**config.mk**
```make
export PLATFORM = sky130hd
export DESIGN_NAME = sqf_fault_status
export DESIGN_NICKNAME = d
export VERILOG_FILES = /design/src/logic/sqf_pkg.sv /design/src/logic/sqf_fault_status.sv /design/src/logic/sqf_sticky.sv
export VERILOG_INCLUDE_DIRS = /design/src /design/src/logic
export SDC_FILE = /design/constraint.sdc
export NUM_CORES = 1
export LEC_CHECK = 0
export ABC_CLOCK_PERIOD_IN_PS = 3550
export BUFFER_PORTS_ARGS = -buffer_cell sky130_fd_sc_hd__buf_4
export CAP_MARGIN = 15
export CORE_MARGIN = 2
export CORE_UTILIZATION = 45
export DETAILED_ROUTE_END_ITERATION = 10
export PLACE_DENSITY = 0.84
export SETUP_SLACK_MARGIN = 0.1
export SLEW_MARGIN = 30
export SYNTH_ARGS = -nofsm -noshare
export SYNTH_HDL_FRONTEND = slang
export SYNTH_SLANG_ARGS = --single-unit
```
**constraint.sdc**
```tcl
create_clock -name CLK -period 3.55 [get_ports CLK]
set_input_delay 0.355 -clock CLK [delete_from_list [all_inputs] [get_ports CLK]]
set_output_delay 0.355 -clock CLK [all_outputs]
set_load 0.01 [all_outputs]
```
**src/logic/sqf_map.svh**
```systemverilog
// register map, field positions and reset values of the fault status block
`ifndef SQF_MAP_SVH
`define SQF_MAP_SVH

// ==========================================
// register offsets on the serial register port
`define SQF_SLEEP_EXIT_ORDER_FAULT_STATUS_OFS 8'h1e
`define SQF_SLEEP_ENTRY_ORDER_FAULT_STATUS_OFS 8'h20
`define SQF_CONTROL_COMM_FAULT_STATUS_OFS 8'h22

// ==========================================
// implemented widths; bits above read as zero
`define SQF_SEQ_BITS 6
`define SQF_CTL_BITS 5
`define SQF_DATA_BITS 8

// ==========================================
// control register field positions
`define SQF_CTL_PEC_BIT 0
`define SQF_CTL_SYNC_PIN_BIT 1
`define SQF_CTL_THERMAL_BIT 2
`define SQF_CTL_IRQ_PIN_BIT 3
`define SQF_CTL_REG_CHECK_BIT 4

// ==========================================
// reset values
`define SQF_SEQ_RESET 6'h00
`define SQF_CTL_RESET 5'h00
`define SQF_RDATA_RESET 8'h00

`endif

```
**src/logic/sqf_pkg.sv**
```systemverilog
// types shared by the fault status block
package sqf_pkg;

  // ==========================================
  // sequence tracker states, gray along idle -> wait -> idle
  typedef enum logic [1:0] {
    SQF_IDLE = 2'h0,
    SQF_EXIT_WAIT = 2'h1,
    SQF_ENTRY_WAIT = 2'h2
  } sqf_seq_state_t;

endpackage

```
**src/logic/sqf_fault_status.sv**
```systemverilog
// sequence-order and control fault status registers with write-1-to-clear
// How it works
// - bits clear on written one, pin and thermal bits only once their condition is gone; channel bits and the check byte bit also clear while disabled
// - exit mismatch per channel sets its bit
// - exit check follows rising control, at 0x1e
// - entry check on falling control, at 0x20
// - disabled channel bit stays zero
// - sequence bits sticky, clear always, re-set
// - bit4 register check fault, sticky, re-sets
// - bit3 pin fault while driving low, always
// - pin fault clears only once removed
// - bit2 thermal latch, clears once cool
// - bit1 sync pin fault when enabled
// - sync fault clears only once removed
// - bit0 on bad or missing check byte
// - check fault zero when disabled, re-sets
`timescale 1ns/1ps
`include "sqf_map.svh"

module sqf_fault_status #(
  parameter int NCH = 6,
  parameter int CW = 4
) (
  input wire logic CLK,
  input wire logic NRST,
  // register port from the serial interface, same clock
  input wire logic [7:0] REG_ADDR,
  input wire logic REG_WR,
  input wire logic [7:0] REG_WDATA,
  input wire logic REG_RD,
  output logic [7:0] REG_RDATA,
  // sleep sequencing
  input wire logic ACTIVE_SLEEP_CONTROL,
  input wire logic SEQ_RECORD_DONE,
  input wire logic [NCH*CW-1:0] SLEEP_EXIT_RECORDED_COUNT,
  input wire logic [NCH*CW-1:0] SLEEP_EXIT_EXPECTED_COUNT,
  input wire logic [NCH*CW-1:0] SLEEP_ENTRY_RECORDED_COUNT,
  input wire logic [NCH*CW-1:0] SLEEP_ENTRY_EXPECTED_COUNT,
  input wire logic [NCH-1:0] SLEEP_EXIT_FAULT_ENABLE,
  input wire logic [NCH-1:0] SLEEP_ENTRY_FAULT_ENABLE,
  // runtime register check
  input wire logic REG_CHECK_ENABLE,
  input wire logic REG_CHECK_DONE,
  input wire logic REG_CHECK_BAD,
  // interrupt output pin supervision
  input wire logic INTERRUPT_OUT_PIN_DRIVE_LOW,
  input wire logic INTERRUPT_OUT_PIN_LEVEL,
  // thermal shutdown
  input wire logic THERMAL_SHUTDOWN_ENABLE,
  input wire logic THERMAL_OVERTEMP,
  // sync pin supervision
  input wire logic SYNC_CHECK_ENABLE,
  input wire logic SYNC_PIN_DRIVE_LOW,
  input wire logic SYNC_PIN_LEVEL,
  // packet error code
  input wire logic PEC_ENABLE,
  input wire logic REQUIRE_PACKET_CHECK,
  input wire logic XFER_DONE,
  input wire logic XFER_IS_WRITE,
  input wire logic XFER_HAD_PEC,
  input wire logic XFER_PEC_BAD,
  output logic FAULT_PENDING // any status bit set
);
  // ==========================================
  // declarations
  logic [1:0] act_sync, irq_sync, sync_sync, hot_sync; // two-stage synchronisers
  logic [1:0] next_act_sync, next_irq_sync, next_sync_sync, next_hot_sync;
  logic act_prev, next_act_prev; // last synchronised control level
  logic [2:0] act_fill, next_act_fill; // edges ignored until the chain is filled
  logic [1:0] irq_drv_dly, sync_drv_dly; // drive requests aligned to pin sample
  logic [1:0] next_irq_drv_dly, next_sync_drv_dly;
  sqf_pkg::sqf_seq_state_t seq_state, next_seq_state; // which sequence is recorded
  logic act_rise, act_fall; // sleep exit and sleep entry started
  logic [NCH-1:0] exit_set, entry_set; // per-channel mismatch events
  logic [NCH-1:0] exit_clr, entry_clr; // per-channel clear terms
  logic [`SQF_CTL_BITS-1:0] ctl_set, ctl_clr; // control fault events and clears
  logic [`SQF_CTL_BITS-1:0] ctl_hold; // live conditions blocking clear
  logic [NCH-1:0] exit_q; // sleep_exit_order_fault_status
  logic [NCH-1:0] entry_q; // sleep_entry_order_fault_status
  logic [`SQF_CTL_BITS-1:0] ctl_q; // control_comm_fault_status
  logic irq_fault_now, sync_fault_now; // pin reads high while pulled low
  logic wr_exit, wr_entry, wr_ctl; // decoded write strobes
  logic [7:0] next_rdata;
  logic next_pending;
  // ==========================================
  // input synchronisers and edge history, next values
  // drive requests are delayed to line up with the two-stage pin sample,
  // otherwise a fresh drive would compare against a stale pin level
  always_comb begin
    next_act_sync = {act_sync[0], ACTIVE_SLEEP_CONTROL};
    next_irq_sync = {irq_sync[0], INTERRUPT_OUT_PIN_LEVEL};
    next_sync_sync = {sync_sync[0], SYNC_PIN_LEVEL};
    next_hot_sync = {hot_sync[0], THERMAL_OVERTEMP};
    next_act_prev = act_sync[1];
    next_irq_drv_dly = {irq_drv_dly[0], INTERRUPT_OUT_PIN_DRIVE_LOW};
    next_sync_drv_dly = {sync_drv_dly[0], SYNC_PIN_DRIVE_LOW};
    next_act_fill = {act_fill[1:0], 1'b1};
  end
  // ==========================================
  // synchroniser registers
  always_ff @(posedge CLK or negedge NRST) begin
    if (!NRST) begin
      act_sync <= 2'h0;
      irq_sync <= 2'h0;
      sync_sync <= 2'h0;
      hot_sync <= 2'h0;
      act_prev <= 1'h0;
      irq_drv_dly <= 2'h0;
      sync_drv_dly <= 2'h0;
      act_fill <= 3'h0;
    end else begin
      act_sync <= next_act_sync;
      irq_sync <= next_irq_sync;
      sync_sync <= next_sync_sync;
      hot_sync <= next_hot_sync;
      act_prev <= next_act_prev;
      irq_drv_dly <= next_irq_drv_dly;
      sync_drv_dly <= next_sync_drv_dly;
      act_fill <= next_act_fill;
    end
  end
  // edges and live pin conditions, from second stages only
  // a pin already high at release must not look like a rising edge
  assign act_rise = act_fill[2] & act_sync[1] & ~act_prev;
  assign act_fall = act_fill[2] & ~act_sync[1] & act_prev;
  assign irq_fault_now = irq_drv_dly[1] & irq_sync[1];
  assign sync_fault_now = sync_drv_dly[1] & sync_sync[1];
  // ==========================================
  // sequence tracker, next state
  // a new edge before the recorder finishes restarts the wait, so the
  // latest direction decides which register the result lands in
  always_comb begin
    next_seq_state = seq_state;
    unique case (seq_state)
      sqf_pkg::SQF_IDLE: begin // waiting for a control edge
        if (act_rise) begin
          next_seq_state = sqf_pkg::SQF_EXIT_WAIT;
        end else if (act_fall) begin
          next_seq_state = sqf_pkg::SQF_ENTRY_WAIT;
        end
      end
      sqf_pkg::SQF_EXIT_WAIT: begin // exit recording in progress
        if (act_fall) begin
          next_seq_state = sqf_pkg::SQF_ENTRY_WAIT;
        end else if (SEQ_RECORD_DONE) begin
          next_seq_state = sqf_pkg::SQF_IDLE;
        end
      end
      sqf_pkg::SQF_ENTRY_WAIT: begin // entry recording in progress
        if (act_rise) begin
          next_seq_state = sqf_pkg::SQF_EXIT_WAIT;
        end else if (SEQ_RECORD_DONE) begin
          next_seq_state = sqf_pkg::SQF_IDLE;
        end
      end
      default: begin // unused code falls back to idle
        next_seq_state = sqf_pkg::SQF_IDLE;
      end
    endcase
  end
  // ==========================================
  // sequence tracker register
  always_ff @(posedge CLK or negedge NRST) begin
    if (!NRST) begin
      seq_state <= sqf_pkg::SQF_IDLE;
    end else begin
      seq_state <= next_seq_state;
    end
  end
  // ==========================================
  // write decode and set/clear terms
  assign wr_exit = REG_WR & (REG_ADDR == `SQF_SLEEP_EXIT_ORDER_FAULT_STATUS_OFS);
  assign wr_entry = REG_WR & (REG_ADDR == `SQF_SLEEP_ENTRY_ORDER_FAULT_STATUS_OFS);
  assign wr_ctl = REG_WR & (REG_ADDR == `SQF_CONTROL_COMM_FAULT_STATUS_OFS);
  // per-channel compare, only at the end of a recorded sequence
  always_comb begin
    exit_set = '0;
    entry_set = '0;
    for (int i = 0; i < NCH; i++) begin
      exit_set[i] = (seq_state == sqf_pkg::SQF_EXIT_WAIT) & SEQ_RECORD_DONE &
                    SLEEP_EXIT_FAULT_ENABLE[i] &
                    (SLEEP_EXIT_RECORDED_COUNT[i*CW +: CW] !=
                     SLEEP_EXIT_EXPECTED_COUNT[i*CW +: CW]);
      entry_set[i] = (seq_state == sqf_pkg::SQF_ENTRY_WAIT) & SEQ_RECORD_DONE &
                     SLEEP_ENTRY_FAULT_ENABLE[i] &
                     (SLEEP_ENTRY_RECORDED_COUNT[i*CW +: CW] !=
                      SLEEP_ENTRY_EXPECTED_COUNT[i*CW +: CW]);
    end
  end
  assign exit_clr = ({NCH{wr_exit}} & REG_WDATA[NCH-1:0]) | ~SLEEP_EXIT_FAULT_ENABLE;
  assign entry_clr = ({NCH{wr_entry}} & REG_WDATA[NCH-1:0]) | ~SLEEP_ENTRY_FAULT_ENABLE;
  // control fault events and clear blocks
  always_comb begin
    ctl_set = '0;
    ctl_hold = '0;
    ctl_set[`SQF_CTL_PEC_BIT] = PEC_ENABLE & XFER_DONE &
        (XFER_PEC_BAD | (REQUIRE_PACKET_CHECK & XFER_IS_WRITE & ~XFER_HAD_PEC));
    ctl_set[`SQF_CTL_SYNC_PIN_BIT] = SYNC_CHECK_ENABLE & sync_fault_now;
    ctl_set[`SQF_CTL_THERMAL_BIT] = THERMAL_SHUTDOWN_ENABLE & hot_sync[1];
    ctl_set[`SQF_CTL_IRQ_PIN_BIT] = irq_fault_now;
    ctl_set[`SQF_CTL_REG_CHECK_BIT] = REG_CHECK_ENABLE & REG_CHECK_DONE & REG_CHECK_BAD;
    ctl_hold[`SQF_CTL_SYNC_PIN_BIT] = sync_fault_now;
    ctl_hold[`SQF_CTL_THERMAL_BIT] = hot_sync[1];
    ctl_hold[`SQF_CTL_IRQ_PIN_BIT] = irq_fault_now;
  end
  always_comb begin
    ctl_clr = {`SQF_CTL_BITS{wr_ctl}} & REG_WDATA[`SQF_CTL_BITS-1:0];
    ctl_clr[`SQF_CTL_PEC_BIT] = ctl_clr[`SQF_CTL_PEC_BIT] | ~PEC_ENABLE;
  end
  // ==========================================
  // status registers
  // sticky sequence and control bits
  sqf_sticky #(.W(NCH)) u_exit (
    .clk(CLK),
    .nrst(NRST),
    .set(exit_set),
    .clr(exit_clr),
    .hold({NCH{1'b0}}),
    .q(exit_q)
  );
  sqf_sticky #(.W(NCH)) u_entry (
    .clk(CLK),
    .nrst(NRST),
    .set(entry_set),
    .clr(entry_clr),
    .hold({NCH{1'b0}}),
    .q(entry_q)
  );
  sqf_sticky #(.W(`SQF_CTL_BITS)) u_ctl (
    .clk(CLK),
    .nrst(NRST),
    .set(ctl_set),
    .clr(ctl_clr),
    .hold(ctl_hold),
    .q(ctl_q)
  );
  // ==========================================
  // read data and summary, next values
  // read data holds between reads so the serial shifter can take its time
  always_comb begin
    next_rdata = REG_RDATA;
    if (REG_RD) begin
      unique case (REG_ADDR)
        `SQF_SLEEP_EXIT_ORDER_FAULT_STATUS_OFS: begin
          next_rdata = {{(8-NCH){1'b0}}, exit_q};
        end
        `SQF_SLEEP_ENTRY_ORDER_FAULT_STATUS_OFS: begin
          next_rdata = {{(8-NCH){1'b0}}, entry_q};
        end
        `SQF_CONTROL_COMM_FAULT_STATUS_OFS: begin
          next_rdata = {{(8-`SQF_CTL_BITS){1'b0}}, ctl_q};
        end
        // other offsets belong elsewhere, read zero here
        default: begin
          next_rdata = `SQF_RDATA_RESET;
        end
      endcase
    end
    next_pending = (|exit_q) | (|entry_q) | (|ctl_q);
  end
  // ==========================================
  // output registers
  always_ff @(posedge CLK or negedge NRST) begin
    if (!NRST) begin
      REG_RDATA <= `SQF_RDATA_RESET;
      FAULT_PENDING <= 1'h0;
    end else begin
      REG_RDATA <= next_rdata;
      FAULT_PENDING <= next_pending;
    end
  end
endmodule // sqf_fault_status

```
**src/logic/sqf_sticky.sv**
```systemverilog
// row of sticky write-1-to-clear status bits
`timescale 1ns/1ps

module sqf_sticky #(
  parameter int W = 6
) (
  input wire logic clk,
  input wire logic nrst,
  input wire logic [W-1:0] set,
  input wire logic [W-1:0] clr,
  input wire logic [W-1:0] hold,
  output logic [W-1:0] q
);

  logic [W-1:0] next_q; // next status value

  // ==========================================
  // next state
  // clear is blocked where hold is high; set always wins over clear
  always_comb begin
    next_q = (q & ~(clr & ~hold)) | set;
  end

  // ==========================================
  // state register
  always_ff @(posedge clk or negedge nrst) begin
    if (!nrst) begin
      q <= '0;
    end else begin
      q <= next_q;
    end
  end

endmodule // sqf_sticky

```
# Yosys cells after proc, flatten, opt, wreduce, memory -nomap -nowiden

Cells that the tools add are included.

Logic and storage cells: 112
Output and inout bits: 9
Input port bits: 146
Bits in registers: 44

Reductions and logical operators: 4
Eq/ne operators: 18
Mux-type cells: 7
Bitwise logic cells: 69

Operators by type and width:

| operator                                             | number |
|---|---|
| != test 4 bit                                        | 12 |
| bitwise AND 1 bit                                    | 43 |
| bitwise AND 6 bit                                    | 4 |
| NOT 6 bit                                            | 4 |
| OR 6 bit                                             | 4 |
| one-hot mux 6 bit (3 select lines)                   | 1 |
| equality test 8 x 6 -> 1 bit (second input constant) | 2 |
| bitwise AND 5 bit                                    | 3 |
| OR reduction 6 bit                                   | 2 |
| two-way mux 2 bit                                    | 5 |
| equality test 8 x 5 -> 1 bit (second input constant) | 1 |
| one-hot mux 2 bit (3 select lines)                   | 1 |
| NOT 4 -> 5 bit                                       | 1 |
| NOT 5 bit                                            | 1 |
| OR 5 bit                                             | 1 |
| OR reduction 5 bit                                   | 1 |
| NOT 1 bit                                            | 4 |
| OR 1 bit                                             | 4 |
| != test 3 bit (second input constant)                | 1 |
| equality test 2 x 1 -> 1 bit (second input constant) | 1 |
| equality test 2 bit (second input constant)          | 1 |
| zero test 2 bit                                      | 1 |

# Longest topological paths before layout

Gate-level depths: netlist of the first run.

Depth in word-level cells: 8
Mapped depth: 5
Gate-level depth less buffers: 4

# Cells and area by module

From an unflattened synthesis of the first run, not the netlist that was laid out.

Cell total of the unflattened synthesis: 242
Area, all modules: 2447.3 um2

By module, submodules not included:

| module                    | area an instance (um2) | instances | cells each | sequential area each (um2) |
|---|---|---|---|---|
| sqf_fault_status          | 1788.0                 | 1         | 191        | 625.6 |
| sqf_sticky at u_entry ... | 232.7                  | 2         | 18         | 150.1 |
| sqf_sticky at u_ctl       | 193.9                  | 1         | 15         | 125.1 |

# Least setup slack after synthesis of the first run

No wires, ideal clock.

Kind: input to register
From: input REG_ADDR[7]
To: register u_entry.q[0]
Required time: 3.431 ns
Slack: 2.023 ns
Path buffers: 0
Library setup time: 0.119 ns
Cell stages on the path: 4
Arrival: 1.409 ns
Cell sequence: or4_1 nor3_4 a21boi_0 o21a_1

Cells in the longest elaborated chain, start to end: 7

Ends and longest elaborated chain:

| item                         | line                    | text |
|---|---|---|
| from (decl)                  | sqf_fault_status.sv:27  | `input wire logic [7:0] REG_ADDR,` |
| equality test 8 x 6 -> 1 bit | n/a                     |  |
| bitwise AND 1 bit            | sqf_fault_status.sv:173 | `` assign wr_entry = REG_WR & (REG_ADDR == `SQF_SLEEP_ENTRY_ORDER_FAULT_STATUS_OFS); `` |
| bitwise AND 6 bit            | sqf_fault_status.sv:191 | `assign entry_clr = ({NCH{wr_entry}} & REG_WDATA[NCH-1:0]) \| ~SLEEP_ENTRY_FAULT_ENABLE;` |
| OR 6 bit                     | sqf_fault_status.sv:191 |  |
| NOT 6 bit                    | sqf_sticky.sv:21        | `next_q = (q & ~(clr & ~hold)) \| set;` |
| bitwise AND 6 bit            | sqf_sticky.sv:21        |  |
| OR 6 bit                     | sqf_sticky.sv:21        |  |
| net u_entry.next_q[0]        | sqf_sticky.sv:15        | `logic [W-1:0] next_q;` |
| to (signal assigned)         | sqf_sticky.sv:30        | `q <= next_q;` |
| to (decl)                    | sqf_sticky.sv:12        | `output logic [W-1:0] q` |

The timed path passes the listed nets, and every way through them passes these cells.
A chain may end at the register's enable or synchronous reset.

# Worst setup path after layout of the first run

From: input REG_ADDR[7]
To: register u_entry.q[4]

Same word-level chain as after synthesis.

==> results of run 1 <==
==> final cells by class <==
class,count,area [sq um],area share
Multi-Input combinational cell,156,1180,0.330
Timing Repair Buffer,151,1130,0.317
Sequential cell,42,1050,0.294
Tap cell,67,83.8,0.0234
Clock buffer,5,68.8,0.0192
Inverter,9,33.8,0.00944
Clock inverter,3,25.0,0.00700
==> per-layer routing <==
metal / vias up / track usage / part of all wire
met4: 0 / 0.0721 / 0.015
met3: 12 / 0.0476 / 0.073
met2: 95 / 0.409 / 0.55
met5: - / 0 / 0
li1: 1081 / - / -
met1: 1021 / 0.264 / 0.36
==> worst max-delay path, cell delays in order <==
cell	delay [ns]
buf_4	0.12
or4_1	0.62
nor3_4	0.26
a21boi_0	0.16
o21a_1	0.19
==> stage by stage <==
stage,utilization,cells,hold slack (ns)
after floorplan,-,212,0.0594
after global placement,0.723,425,0.333
after detailed placement,0.723,425,0.335
after CTS,0.743,433,0.0332
after global routing,0.743,433,0.0625
final,0.743,433,0.0239
==> worst paths after layout <==
check / to / slack (ns) / from
setup / recovery: u_entry.q[4] / 2.03 / REG_ADDR[7]
hold / removal: u_exit.q[0] / 0.02 / NRST
setup reg to reg: FAULT_PENDING / 2.08 / u_ctl.q[1]
hold reg to reg: irq_sync[1] / 0.35 / irq_sync[0]
max in group asynchronous: act_prev / 3.18 / NRST
min in group CLK: sync_drv_dly[0] / 0.15 / SYNC_PIN_DRIVE_LOW
==> sequential cells by signal, indices dropped and copies added, names as in the netlist <==
name / count
sync_drv_dly: 2
u_exit.q: 6
u_entry.q: 6
act_sync: 2
sync_sync: 2
act_fill: 3
irq_drv_dly: 2
FAULT_PENDING: 1
act_prev: 1
u_ctl.q: 5
irq_sync: 2
seq_state: 2
REG_RDATA: 6
hot_sync: 2
==> cells in the mapped netlist <==
| library cell | n | area (sq um) |
|---|---|---|
| o21a_1 | 7 | 52.6 |
| nor2b_1 | 7 | 43.8 |
| o22ai_1 | 7 | 43.8 |
| buf_4 | 2 | 15.0 |
| nor3_4 | 1 | 16.3 |
| a32o_1 | 1 | 10.0 |
| xnor2_1 | 48 | 420 |
| a21o_1 | 1 | 7.51 |
| a21oi_1 | 7 | 35.0 |
| nor4b_2 | 1 | 15.0 |
| nor2_4 | 1 | 11.3 |
| mux2_2 | 1 | 11.3 |
| conb_1 | 2 | 7.51 |
| a21boi_0 | 6 | 45.0 |
| a22oi_1 | 6 | 45.0 |
| a22o_1 | 5 | 43.8 |
| dfrtp_1 | 42 | 1050 |
| nand3_1 | 1 | 5.00 |
| a41oi_1 | 12 | 105 |
| nor4_1 | 3 | 18.8 |
| and4b_2 | 1 | 11.3 |
| buf_2 | 1 | 5.00 |
| nand3b_1 | 3 | 22.5 |
| a31oi_1 | 2 | 12.5 |
| a32oi_1 | 1 | 8.76 |
| and3_1 | 1 | 6.26 |
| o211ai_1 | 1 | 7.51 |
| or4b_4 | 1 | 13.8 |
| or4_1 | 2 | 15.0 |
| nand4_1 | 9 | 56.3 |
| nand2_1 | 8 | 30.0 |
| nor3_1 | 1 | 5.00 |
| nor2_1 | 6 | 22.5 |
| inv_1 | 9 | 33.8 |
| clkbuf_1 | 2 | 7.51 |
| o21ai_0 | 1 | 5.00 |
| nor4b_4 | 1 | 23.8 |
==> power by group through the flow <==
| stage | clock (mW) | sequential [mW] | combinational [mW] |
|---|---|---|---|
| 3_5_place_dp | 0 | 0.525 | 0.248 |
| 4_1_cts | 0.322 | 0.516 | 0.249 |
| 6_report | 0.314 | 0.516 | 0.246 |
| 2_1_floorplan | 0 | 0.520 | 0.0905 |
| 3_3_place_gp | 0 | 0.524 | 0.240 |
| 5_1_grt | 0.338 | 0.519 | 0.269 |
==> cell families after synthesis <==
group / Yosys count / share of synthesized area
and+or+nand+nor: 47 / 0.138
xor gates and xnor gates: 48 / 0.184
DFF: 42 / 0.459
muxes: 1 / 0.00492
AOI/OAI and AO/OA: 57 / 0.184
buffers and inverters: 14 / 0.0268
other: 2 / 0.00328
==> summary.txt, run 1 <==
Outcome
  • Status: complete, no violations

Critical path
  • Critical path fanouts, max: 5
  • Req. time, crit path: 3.74 ns
  • WS Path Type: in -> reg
  • CP endpoint kind: flip-flop
  • CP arrival: between 1.5 and 2 ns
  • CP Launch Type: input port
  • R2r worst-path depth: 3

Pwr
  • Overall power: 1.08 mW
  • Switching share of power: 0.257
  • Pint: 0.800 mW
  • Leakage power: about 1.6 nW
  • Flop pwr share: 0.479
  • P_sw: approximately 0.28 mW
  • Clock Power Share: 0.292
  • VDD IR max: roughly 0.30 mV
  • Comb power frac: 0.229
  • Pwr Density: roughly 300 nW/um^2

CTS
  • Clk slew on worst S/H paths: 0.08 ns
  • Worst-skew pair later-pin latency: 0.30 ns
  • CTS H-tree lvls: 2
  • Number of CTS-inserted buffers: 5
  • Clk sinks: 42
  • Post-cts sizing count: 0
  • Clock root buffer: clkbuf_8
  • Hold-fix buffers, CTS: 0
  • CTS tree: built
  • Post-CTS Setup Bufs: 0
  • Clock tree buffer depth: 2

Drt
  • Routed Antenna Nets: 0
  • Iter 0 DRT Violations: between 150 and 200
  • DR pass1 iterations: 4
  • Routed len/inst: 14.8 microns
  • Residual DRC count: 0
  • Routed wire length: roughly 6400 microns
  • Vias: about 2,200
  • Post-DR vias/cell: 5.10

STA
  • Final Skew: 0.00519 ns
  • Fin. Hold Viols: 0
  • Final Critical Period: roughly 1.5 ns
  • Final worst-path cycle share: 0.428
  • Least-Margin Pin Slew: 0.537 ns
  • Final worst slack: 2.03 ns
  • Setup TNS: 0 ns
  • # setup viols final: 0
  • RSZ-0062 raised after global routing: no
  • Pins Over Slew Limit: 0
  • Max frequency: roughly 660 MHz
  • Slew headroom: 0.640

Global route
  • Overall routing resource usage: 0.225
  • Initial antenna violation count: 0
  • First-pass GRT wire length: 9540 microns
  • Vias in the first global route: 2,176
  • Largest net degree at the start of global routing: 43
  • Grt total ovfl: 0

Synthesis
  • Mean Syn Cell Area: roughly 11 sq um
  • Seq/Total Area, Yosys: 0.459
  • Synthesized instance count: about 210
  • Synth Warn #: 0
  • Synthesized cell area: 2290 sq um
  • FF+latch count, synth: 42
  • Post-synth cell types: 37

Floorplan
  • Std-Cell Rows: 25
  • Die H: 75.3 microns
  • Die Width: about 75 microns
  • Core area: 4820 sq um
  • Die area: 5670 sq um
  • Number of top-level pins: 155
  • Initial Util: 0.475

Finish
  • Post-route cell area: about 3600 sq um
  • P&R area growth vs syn: 56.2%
  • Commonest non-fill, non-tap cell in the layout: buf_4
  • Layout net count: roughly 510
  • Fill count: 399
  • Most frequent cells in the layout: buf_4, xnor2_1, dfrtp_1
  • # diodes: 0
  • Layout cell share with drive strength beyond 1: 0.454

Place
  • GP Congestion: 0.861
  • Post-place instance area: 3480 sq um
  • Detailed placement HPWL: 5280 microns
  • DP Worst Slack: 1.72 ns
  • I/O Buffers: 150

Run
  • Max-Cap Viols: 0

Hold path
  • Hold Path Class: in -> async
(Power assumes the default switching activity.)
==> run 2: changes to the inputs <==
--- a/config.mk
+++ b/config.mk
@@ -6,13 +6,14 @@
 export SDC_FILE = /design/constraint.sdc
 export NUM_CORES = 1
 export LEC_CHECK = 0
-export ABC_CLOCK_PERIOD_IN_PS = 3550
+export ABC_AREA = 1
+export ABC_CLOCK_PERIOD_IN_PS = 1400
 export BUFFER_PORTS_ARGS = -buffer_cell sky130_fd_sc_hd__buf_4
 export CAP_MARGIN = 15
 export CORE_MARGIN = 2
-export CORE_UTILIZATION = 45
+export CORE_UTILIZATION = 43
 export DETAILED_ROUTE_END_ITERATION = 10
-export PLACE_DENSITY = 0.84
+export PLACE_DENSITY = 0.78
 export SETUP_SLACK_MARGIN = 0.1
 export SLEW_MARGIN = 30
 export SYNTH_ARGS = -nofsm -noshare
==> constraint.sdc (replaced) <==
create_clock -name CLK -period 1.4 [get_ports CLK]
set_input_delay 0.14 -clock CLK [delete_from_list [all_inputs] [get_ports CLK]]
set_output_delay 0.14 -clock CLK [all_outputs]
set_load 0.01 [all_outputs]
==> summary.txt, run 2 <==
Synthesis
  • Top-count cell post-synth: nand2_1
  • Cell accounting for the most synthesized area: dfrtp_1
  • Top cells by area, synth: dfrtp_1, xnor2_1, nand2_1
  • Mean Syn Cell Area: 8.24 sq um (-24%)
  • Synth Warn #: 0 (unchanged)
  • Synthesized instance count: 304 (+44%)
  • Post-synth EDFFs: 0 (unchanged)
  • Post-synth cell types: 25 (-32%)
  • Top FF cell, synth: dfrtp_1
  • Seq/Total Area, Yosys: 0.419 (-0.0396)
  • FF+latch count, synth: 42 (unchanged)
  • Synthesized cell area: 2510 sq um (+9.5%)
  • Fraction of registers with async set/reset: 1.00 (unchanged)
  • Commonest cells in the netlist: nand2_1, nand3_1, dfrtp_1, xnor2_1, nor2_1
  • Post-synth top area share: 0.419 (-0.0396)

Pwr
  • Clock Power Share: 0.258 (-0.034)
  • Switching share of power: 0.279 (+0.0222)
  • P_sw: 0.817 mW (+200%)
  • Flop pwr share: 0.471 (-0.008)
  • Comb power frac: 0.270 (+0.041)
  • Pwr Density: 760 nW/um^2 (+150%)
  • Pint: 2.11 mW (+160%)
  • VDD IR max: 0.710 mV (+140%)
  • Leakage power: 1.97 nW (+22%)

Place
  • Detailed placement HPWL: 5650 microns (+7.0%)
  • I/O Buffers: 150 (unchanged)
  • GP Congestion: 0.837 (-2.7%)
  • Placed cells: 523 (+23%)

CTS
  • Post-CTS Setup Bufs: 0 (unchanged)
  • Clock root buffer: clkbuf_8
  • CTS H-tree lvls: 2 (unchanged)
  • Clk slew on worst S/H paths: 0.08 ns (about the same)
  • Worst-skew pair later-pin latency: 0.29 ns (about the same)
  • Clock tree buffer depth: 2 (unchanged)
  • Clk sinks: 42 (unchanged)
  • CTS tree: built
  • Number of CTS-inserted buffers: 5 (unchanged)

Finish
  • Largest regs: REG_RDATA x6, u_entry.q x6, u_exit.q x6
  • Post-route core utilization: 0.691 (-0.0517)
  • Layout cell share with drive strength beyond 1: 0.380 (-0.0737)
  • Commonest non-fill, non-tap cell in the layout: buf_4
  • # diodes: 0 (unchanged)
  • Layout net count: 611 (+20%)
  • P&R area growth vs syn: 53.7%
  • Most frequent cells in the layout: buf_4, nand2_1, nand3_1
  • Final Non-Filler Cells: 538 (+24%)
  • Fill count: 474 (+19%)

STA
  • Hold WS: 0.0776 ns (+0.0537 ns)
  • RSZ-0062 raised after global routing: no
  • # setup viols final: 0 (unchanged)
  • Final worst-path cycle share: 0.781
  • Final Critical Period: 1.09 ns
  • Final Skew: 0.00423 ns (-0.000951 ns)
  • Setup TNS: 0 ns (unchanged)
  • Least-Margin Pin Slew: 0.509 ns (-0.0287 ns)
  • Slew headroom: 0.661 (+0.0206)
  • Pins Over Slew Limit: 0 (unchanged)
  • Max frequency: 914 MHz
  • Fin. Hold Viols: 0 (unchanged)

Global route
  • Initial antenna violation count: 0 (unchanged)
  • Largest net degree at the start of global routing: 43 (unchanged)
  • Grt total ovfl: 0 (unchanged)
  • Overall routing resource usage: 0.213 (-0.0119)
  • First-pass GRT wire length: 10,800 microns (+13%)
  • Vias in the first global route: 2,577 (+18%)

Floorplan
  • Core area: 5570 sq um (+16%)
  • Die area: 6460 sq um (+14%)
  • Die H: 80.3 microns (+6.7%)
  • Std-Cell Rows: 27 (+8.0%)
  • Die Width: 80.3 microns (+6.7%)
  • Number of top-level pins: 155 (unchanged)
  • Initial Util: 0.450 (-0.0257)

Critical path
  • CP arrival: 1.33 ns (-0.38 ns)
  • Req. time, crit path: 1.63 ns (-2.11 ns)
  • WS Path Type: reg -> reg
  • CP Launch Type: flip-flop
  • Critical path fanouts, max: 5 (unchanged)
  • CP endpoint kind: flip-flop

Drt
  • Iter 0 DRT Violations: 158 (+1.3%)
  • Routed Antenna Nets: 0 (unchanged)
  • Routed wire length: 6810 microns (+6.5%)
  • Routed len/inst: 12.7 microns (-14%)
  • DR pass1 iterations: 4 (unchanged)
  • Post-DR vias/cell: 4.82 (-5.5%)
  • Residual DRC count: 0 (unchanged)
  • Vias: 2,594 (+17%)

Hold path
  • Hold Path Class: in -> reg

Run
  • Max-Cap Viols: 0 (unchanged)

Outcome
  • Status: complete, no violations
run 2: cell types whose count changed in the layout (fill, tap and decap cells not counted), sizes merged, moves of 8 or more:
cell / delta
nand2: +61
nand3: +50
nor2: +26
inv: +16
a41oi: -12
xnor2: -12
xor2: +12
nand4: +8
run 2: worst max-delay path, stage by stage (launching register included):
cell and delay (ns):
dfrtp_1 0.38, inv_1 0.08, nand2_1 0.07, nor2_1 0.15, inv_1 0.12, nor2_1 0.11, nand2_1 0.06, nand2_1 0.06
run 2: path summary, 6_finish.rpt:
check                                                  from             end  slack (ns)  depth (start not counted)
worst max-delay path                           seq_state[1]     u_exit.q[2]        0.31                          7
worst max register to register                 seq_state[1]     u_exit.q[2]        0.31                          7
worst min register to register               irq_drv_dly[0]  irq_drv_dly[1]        0.35                          0
max in group asynchronous                              NRST    REG_RDATA[0]        0.68                          2
min in group asynchronous                              NRST     act_fill[1]        0.37                          2
worst min-delay path            SLEEP_ENTRY_FAULT_ENABLE[5]    u_entry.q[5]        0.08                          3
run 2: final cells by class:
cell class	count	area, sq um	share of cell area
clock inverter	2	13.8	0.00357
timing repair buffer	157	1200	0.311
clock buffer	6	72.6	0.0188
sequential	42	1050	0.273
inverter	26	97.6	0.0253
multi-input combinational	233	1330	0.345
tap	72	90.1	0.0234
run 2: logic make-up after synthesis:
group                  share of synthesized area
flip-flops                                 0.419
AO/OA/AOI/OAI                             0.0130
buffers and inverters                     0.0514
other                                    0.00300
XOR/XNOR                                   0.168
AND/OR/NAND/NOR                            0.345
run 2: metrics by stage:
stage	instance area, sq um	setup WS [ns]	power (mW)
after global placement	3690	0.261	2.15
after CTS	3850	0.286	2.96
after global routing	3850	0.122	3.11
after floorplan	2510	0.476	1.74
final	3850	0.306	2.93
after detailed placement	3690	0.197	2.18
run 2: layer usage:
| layer | wire length, microns | vias up | GRT usage |
|---|---|---|---|
| li1 | - | 1304 | - |
| met1 | 2570 | 1209 | 0.245 |
| met2 | 3770 | 74 | 0.406 |
| met3 | 389 | 7 | 0.0449 |
| met4 | 72 | 0 | 0.0356 |
| met5 | 0 | - | 0 |
run 2: power groups by stage:
stage | clock network [mW] | logic [mW] | registers (mW)
global route | 0.836 | 0.886 | 1.39
floorplan | 0 | 0.356 | 1.38
global placement | 0 | 0.755 | 1.40
finish | 0.757 | 0.792 | 1.38
CTS | 0.788 | 0.798 | 1.38
detailed placement | 0 | 0.778 | 1.40
run 2: repair_timing:
action | in CTS | in global routing
gates resized for setup | 0 | 0
hold buffers | 7 | 0
hold endpoints to repair | 48 | 0
==> run 3: changes to the inputs <==
--- a/config.mk
+++ b/config.mk
@@ -7,7 +7,7 @@
 export NUM_CORES = 1
 export LEC_CHECK = 0
 export ABC_AREA = 1
-export ABC_CLOCK_PERIOD_IN_PS = 1400
+export ABC_CLOCK_PERIOD_IN_PS = 1050
 export BUFFER_PORTS_ARGS = -buffer_cell sky130_fd_sc_hd__buf_4
 export CAP_MARGIN = 15
 export CORE_MARGIN = 2
==> constraint.sdc (replaced) <==
create_clock -name CLK -period 1.05 [get_ports CLK]
set_input_delay 0.105 -clock CLK [delete_from_list [all_inputs] [get_ports CLK]]
set_output_delay 0.105 -clock CLK [all_outputs]
set_load 0.01 [all_outputs]
==> summary.txt, run 3 (same netlist as run 2, synthesis figures left out) <==
Drt
  • Residual DRC count: 0 (unchanged)
  • Routed wire length: 7240 microns (+6.4%)
  • DR pass1 iterations: 4 (unchanged)
  • Post-DR vias/cell: 4.83 (+0.23%)
  • Routed len/inst: 13.2 microns (+4.1%)
  • Routed Antenna Nets: 0 (unchanged)
  • Vias: 2,658 (+2.5%)
  • Iter 0 DRT Violations: 157 (-0.63%)

Critical path
  • CP arrival: 1.24 ns (-0.09 ns)
  • WS Path Type: reg -> reg
  • Critical path fanouts, max: 5 (unchanged)
  • CP endpoint kind: flip-flop
  • CP Launch Type: flip-flop
  • Req. time, crit path: 1.29 ns (-0.34 ns)

Global route
  • Largest net degree at the start of global routing: 43 (unchanged)
  • Vias in the first global route: 2,694 (+4.5%)
  • Initial antenna violation count: 0 (unchanged)
  • Overall routing resource usage: 0.225 (+0.0122)
  • Grt total ovfl: 0 (unchanged)
  • First-pass GRT wire length: 11,400 microns (+5.1%)

CTS
  • Clock tree buffer depth: 2 (unchanged)
  • Clk sinks: 42 (unchanged)
  • Number of CTS-inserted buffers: 5 (unchanged)
  • Clock root buffer: clkbuf_8
  • Worst-skew pair later-pin latency: 0.30 ns (about the same)
  • CTS tree: built
  • CTS H-tree lvls: 2 (unchanged)
  • Clk slew on worst S/H paths: 0.08 ns (about the same)

Floorplan
  • Number of top-level pins: 155 (unchanged)
  • Die H: 80.3 microns (unchanged)
  • Std-Cell Rows: 27 (unchanged)
  • Die area: 6460 sq um (unchanged)
  • Core area: 5570 sq um (unchanged)
  • Die Width: 80.3 microns (unchanged)
  • Initial Util: 0.450 (unchanged)

STA
  • Max frequency: 994 MHz (+8.7%)
  • Fin. Hold Viols: 0 (unchanged)
  • Final worst-path cycle share: 0.958 (+0.177)
  • Final Critical Period: 1.01 ns (-0.0878 ns)
  • Slew headroom: 0.651 (-0.00981)
  • RSZ-0062 raised after global routing: yes
  • Setup TNS: 0 ns (unchanged)
  • Final Skew: 0.00559 ns (+0.00136 ns)
  • Least-Margin Pin Slew: 0.523 ns (+0.0147 ns)
  • # setup viols final: 0 (unchanged)
  • Pins Over Slew Limit: 0 (unchanged)

Pwr
  • VDD IR max: 1.13 mV (+60%)
  • Comb power frac: 0.312 (+0.042)
  • Overall power: 4.20 mW (+44%)
  • Pwr Density: 1030 nW/um^2 (+35%)
  • Pint: 2.97 mW (+41%)
  • Leakage power: 2.06 nW (+4.7%)
  • Flop pwr share: 0.440 (-0.031)
  • Clock Power Share: 0.247 (-0.011)
  • Switching share of power: 0.293 (+0.0145)
  • P_sw: 1.23 mW (+51%)

Place
  • I/O Buffers: 150 (unchanged)
  • Post-place instance area: 3750 sq um (+1.6%)
  • Detailed placement HPWL: 5760 microns (+1.9%)
  • GP Congestion: 0.898 (+7.2%)
  • Placed cells: 529 (+1.1%)

Finish
  • Layout net count: 623 (+2.0%)
  • Largest regs: REG_RDATA x6, u_entry.q x6, u_exit.q x6
  • Post-route cell area: 4080 sq um (+6.0%)
  • Most frequent cells in the layout: buf_4, nand2_1, dfrtp_1
  • # diodes: 0 (unchanged)
  • P&R area growth vs syn: 62.9%
  • Commonest non-fill, non-tap cell in the layout: buf_4
  • Final Non-Filler Cells: 550 (+2.2%)
  • Layout cell share with drive strength beyond 1: 0.439 (+0.0595)

Outcome
  • Status: complete, no violations

Hold path
  • Hold Path Class: in -> reg

Run
  • Max-Cap Viols: 0 (unchanged)
==> run 3: power groups by stage <==
stage	registers, mW	clock network [mW]	logic (mW)
final	1.85	1.04	1.31
after global routing	1.87	1.12	1.45
after CTS	1.83	1.05	1.20
after detailed placement	1.85	0	1.12
after global placement	1.85	0	1.08
after floorplan	1.84	0	0.474
==> run 3: routing by layer <==
layer | vias up | part of all wire | routed length [microns] | track usage
met3 | 12 | 0.062 | 446 | 0.0461
li1 | 1335 | - | - | -
met4 | 0 | 0.017 | 125 | 0.0678
met5 | - | 0 | 0 | 0
met2 | 89 | 0.55 | 3950 | 0.413
met1 | 1222 | 0.38 | 2720 | 0.262
==> run 3: what timing repair did <==
action | CTS | global route
buffers inserted | 3 | 3
setup endpoints to repair | 13 | 19
pin swaps | 11 | 13
cloned | 0 | 0
resized for setup | 11 | 23
hold buffers | 7 | 0
hold endpoints to repair | 48 | 0
==> run 3: area by class of cell <==
cell class | count | area [sq um]
Tap cell | 72 | 90.1
Clock buffer | 6 | 72.6
Fill cell | 422 | 1490
Timing Repair Buffer | 169 | 1320
Inverter | 26 | 100
Sequential cell | 42 | 1050
Multi-Input combinational cell | 233 | 1430
Clock inverter | 2 | 13.8
==> run 3: path summary, 6_finish.rpt <==
kind | from | end | slack (ns) | cells past startpoint
max | seq_state[1] | u_exit.q[3] | 0.04 | 7
min | SLEEP_EXIT_FAULT_ENABLE[1] | u_exit.q[1] | 0.04 | 3
max reg2reg | seq_state[1] | u_exit.q[3] | 0.04 | 7
min reg2reg | irq_sync[0] | irq_sync[1] | 0.35 | 0
max in group asynchronous | NRST | seq_state[0] | 0.35 | 2
min in group asynchronous | NRST | act_fill[0] | 0.32 | 2
==> run 3: metrics by stage <==
stage               hold WS [ns]  setup WS (ns)   util
floorplan                 -0.191          0.126      -
global placement           0.107       0.000967  0.673
detailed placement         0.116        -0.0527  0.673
CTS                       0.0354         0.0261  0.711
global route              0.0386        -0.0649  0.732
finish                    0.0357         0.0440  0.732
==> run 3: critical path, stage by stage (launching register included) <==
cell and delay, ns:
dfrtp_1 0.40, inv_2 0.10, nand2_4 0.06, nor2_4 0.12, inv_4 0.07, nor2_1 0.09
nand2_1 0.05, nand2_1 0.05
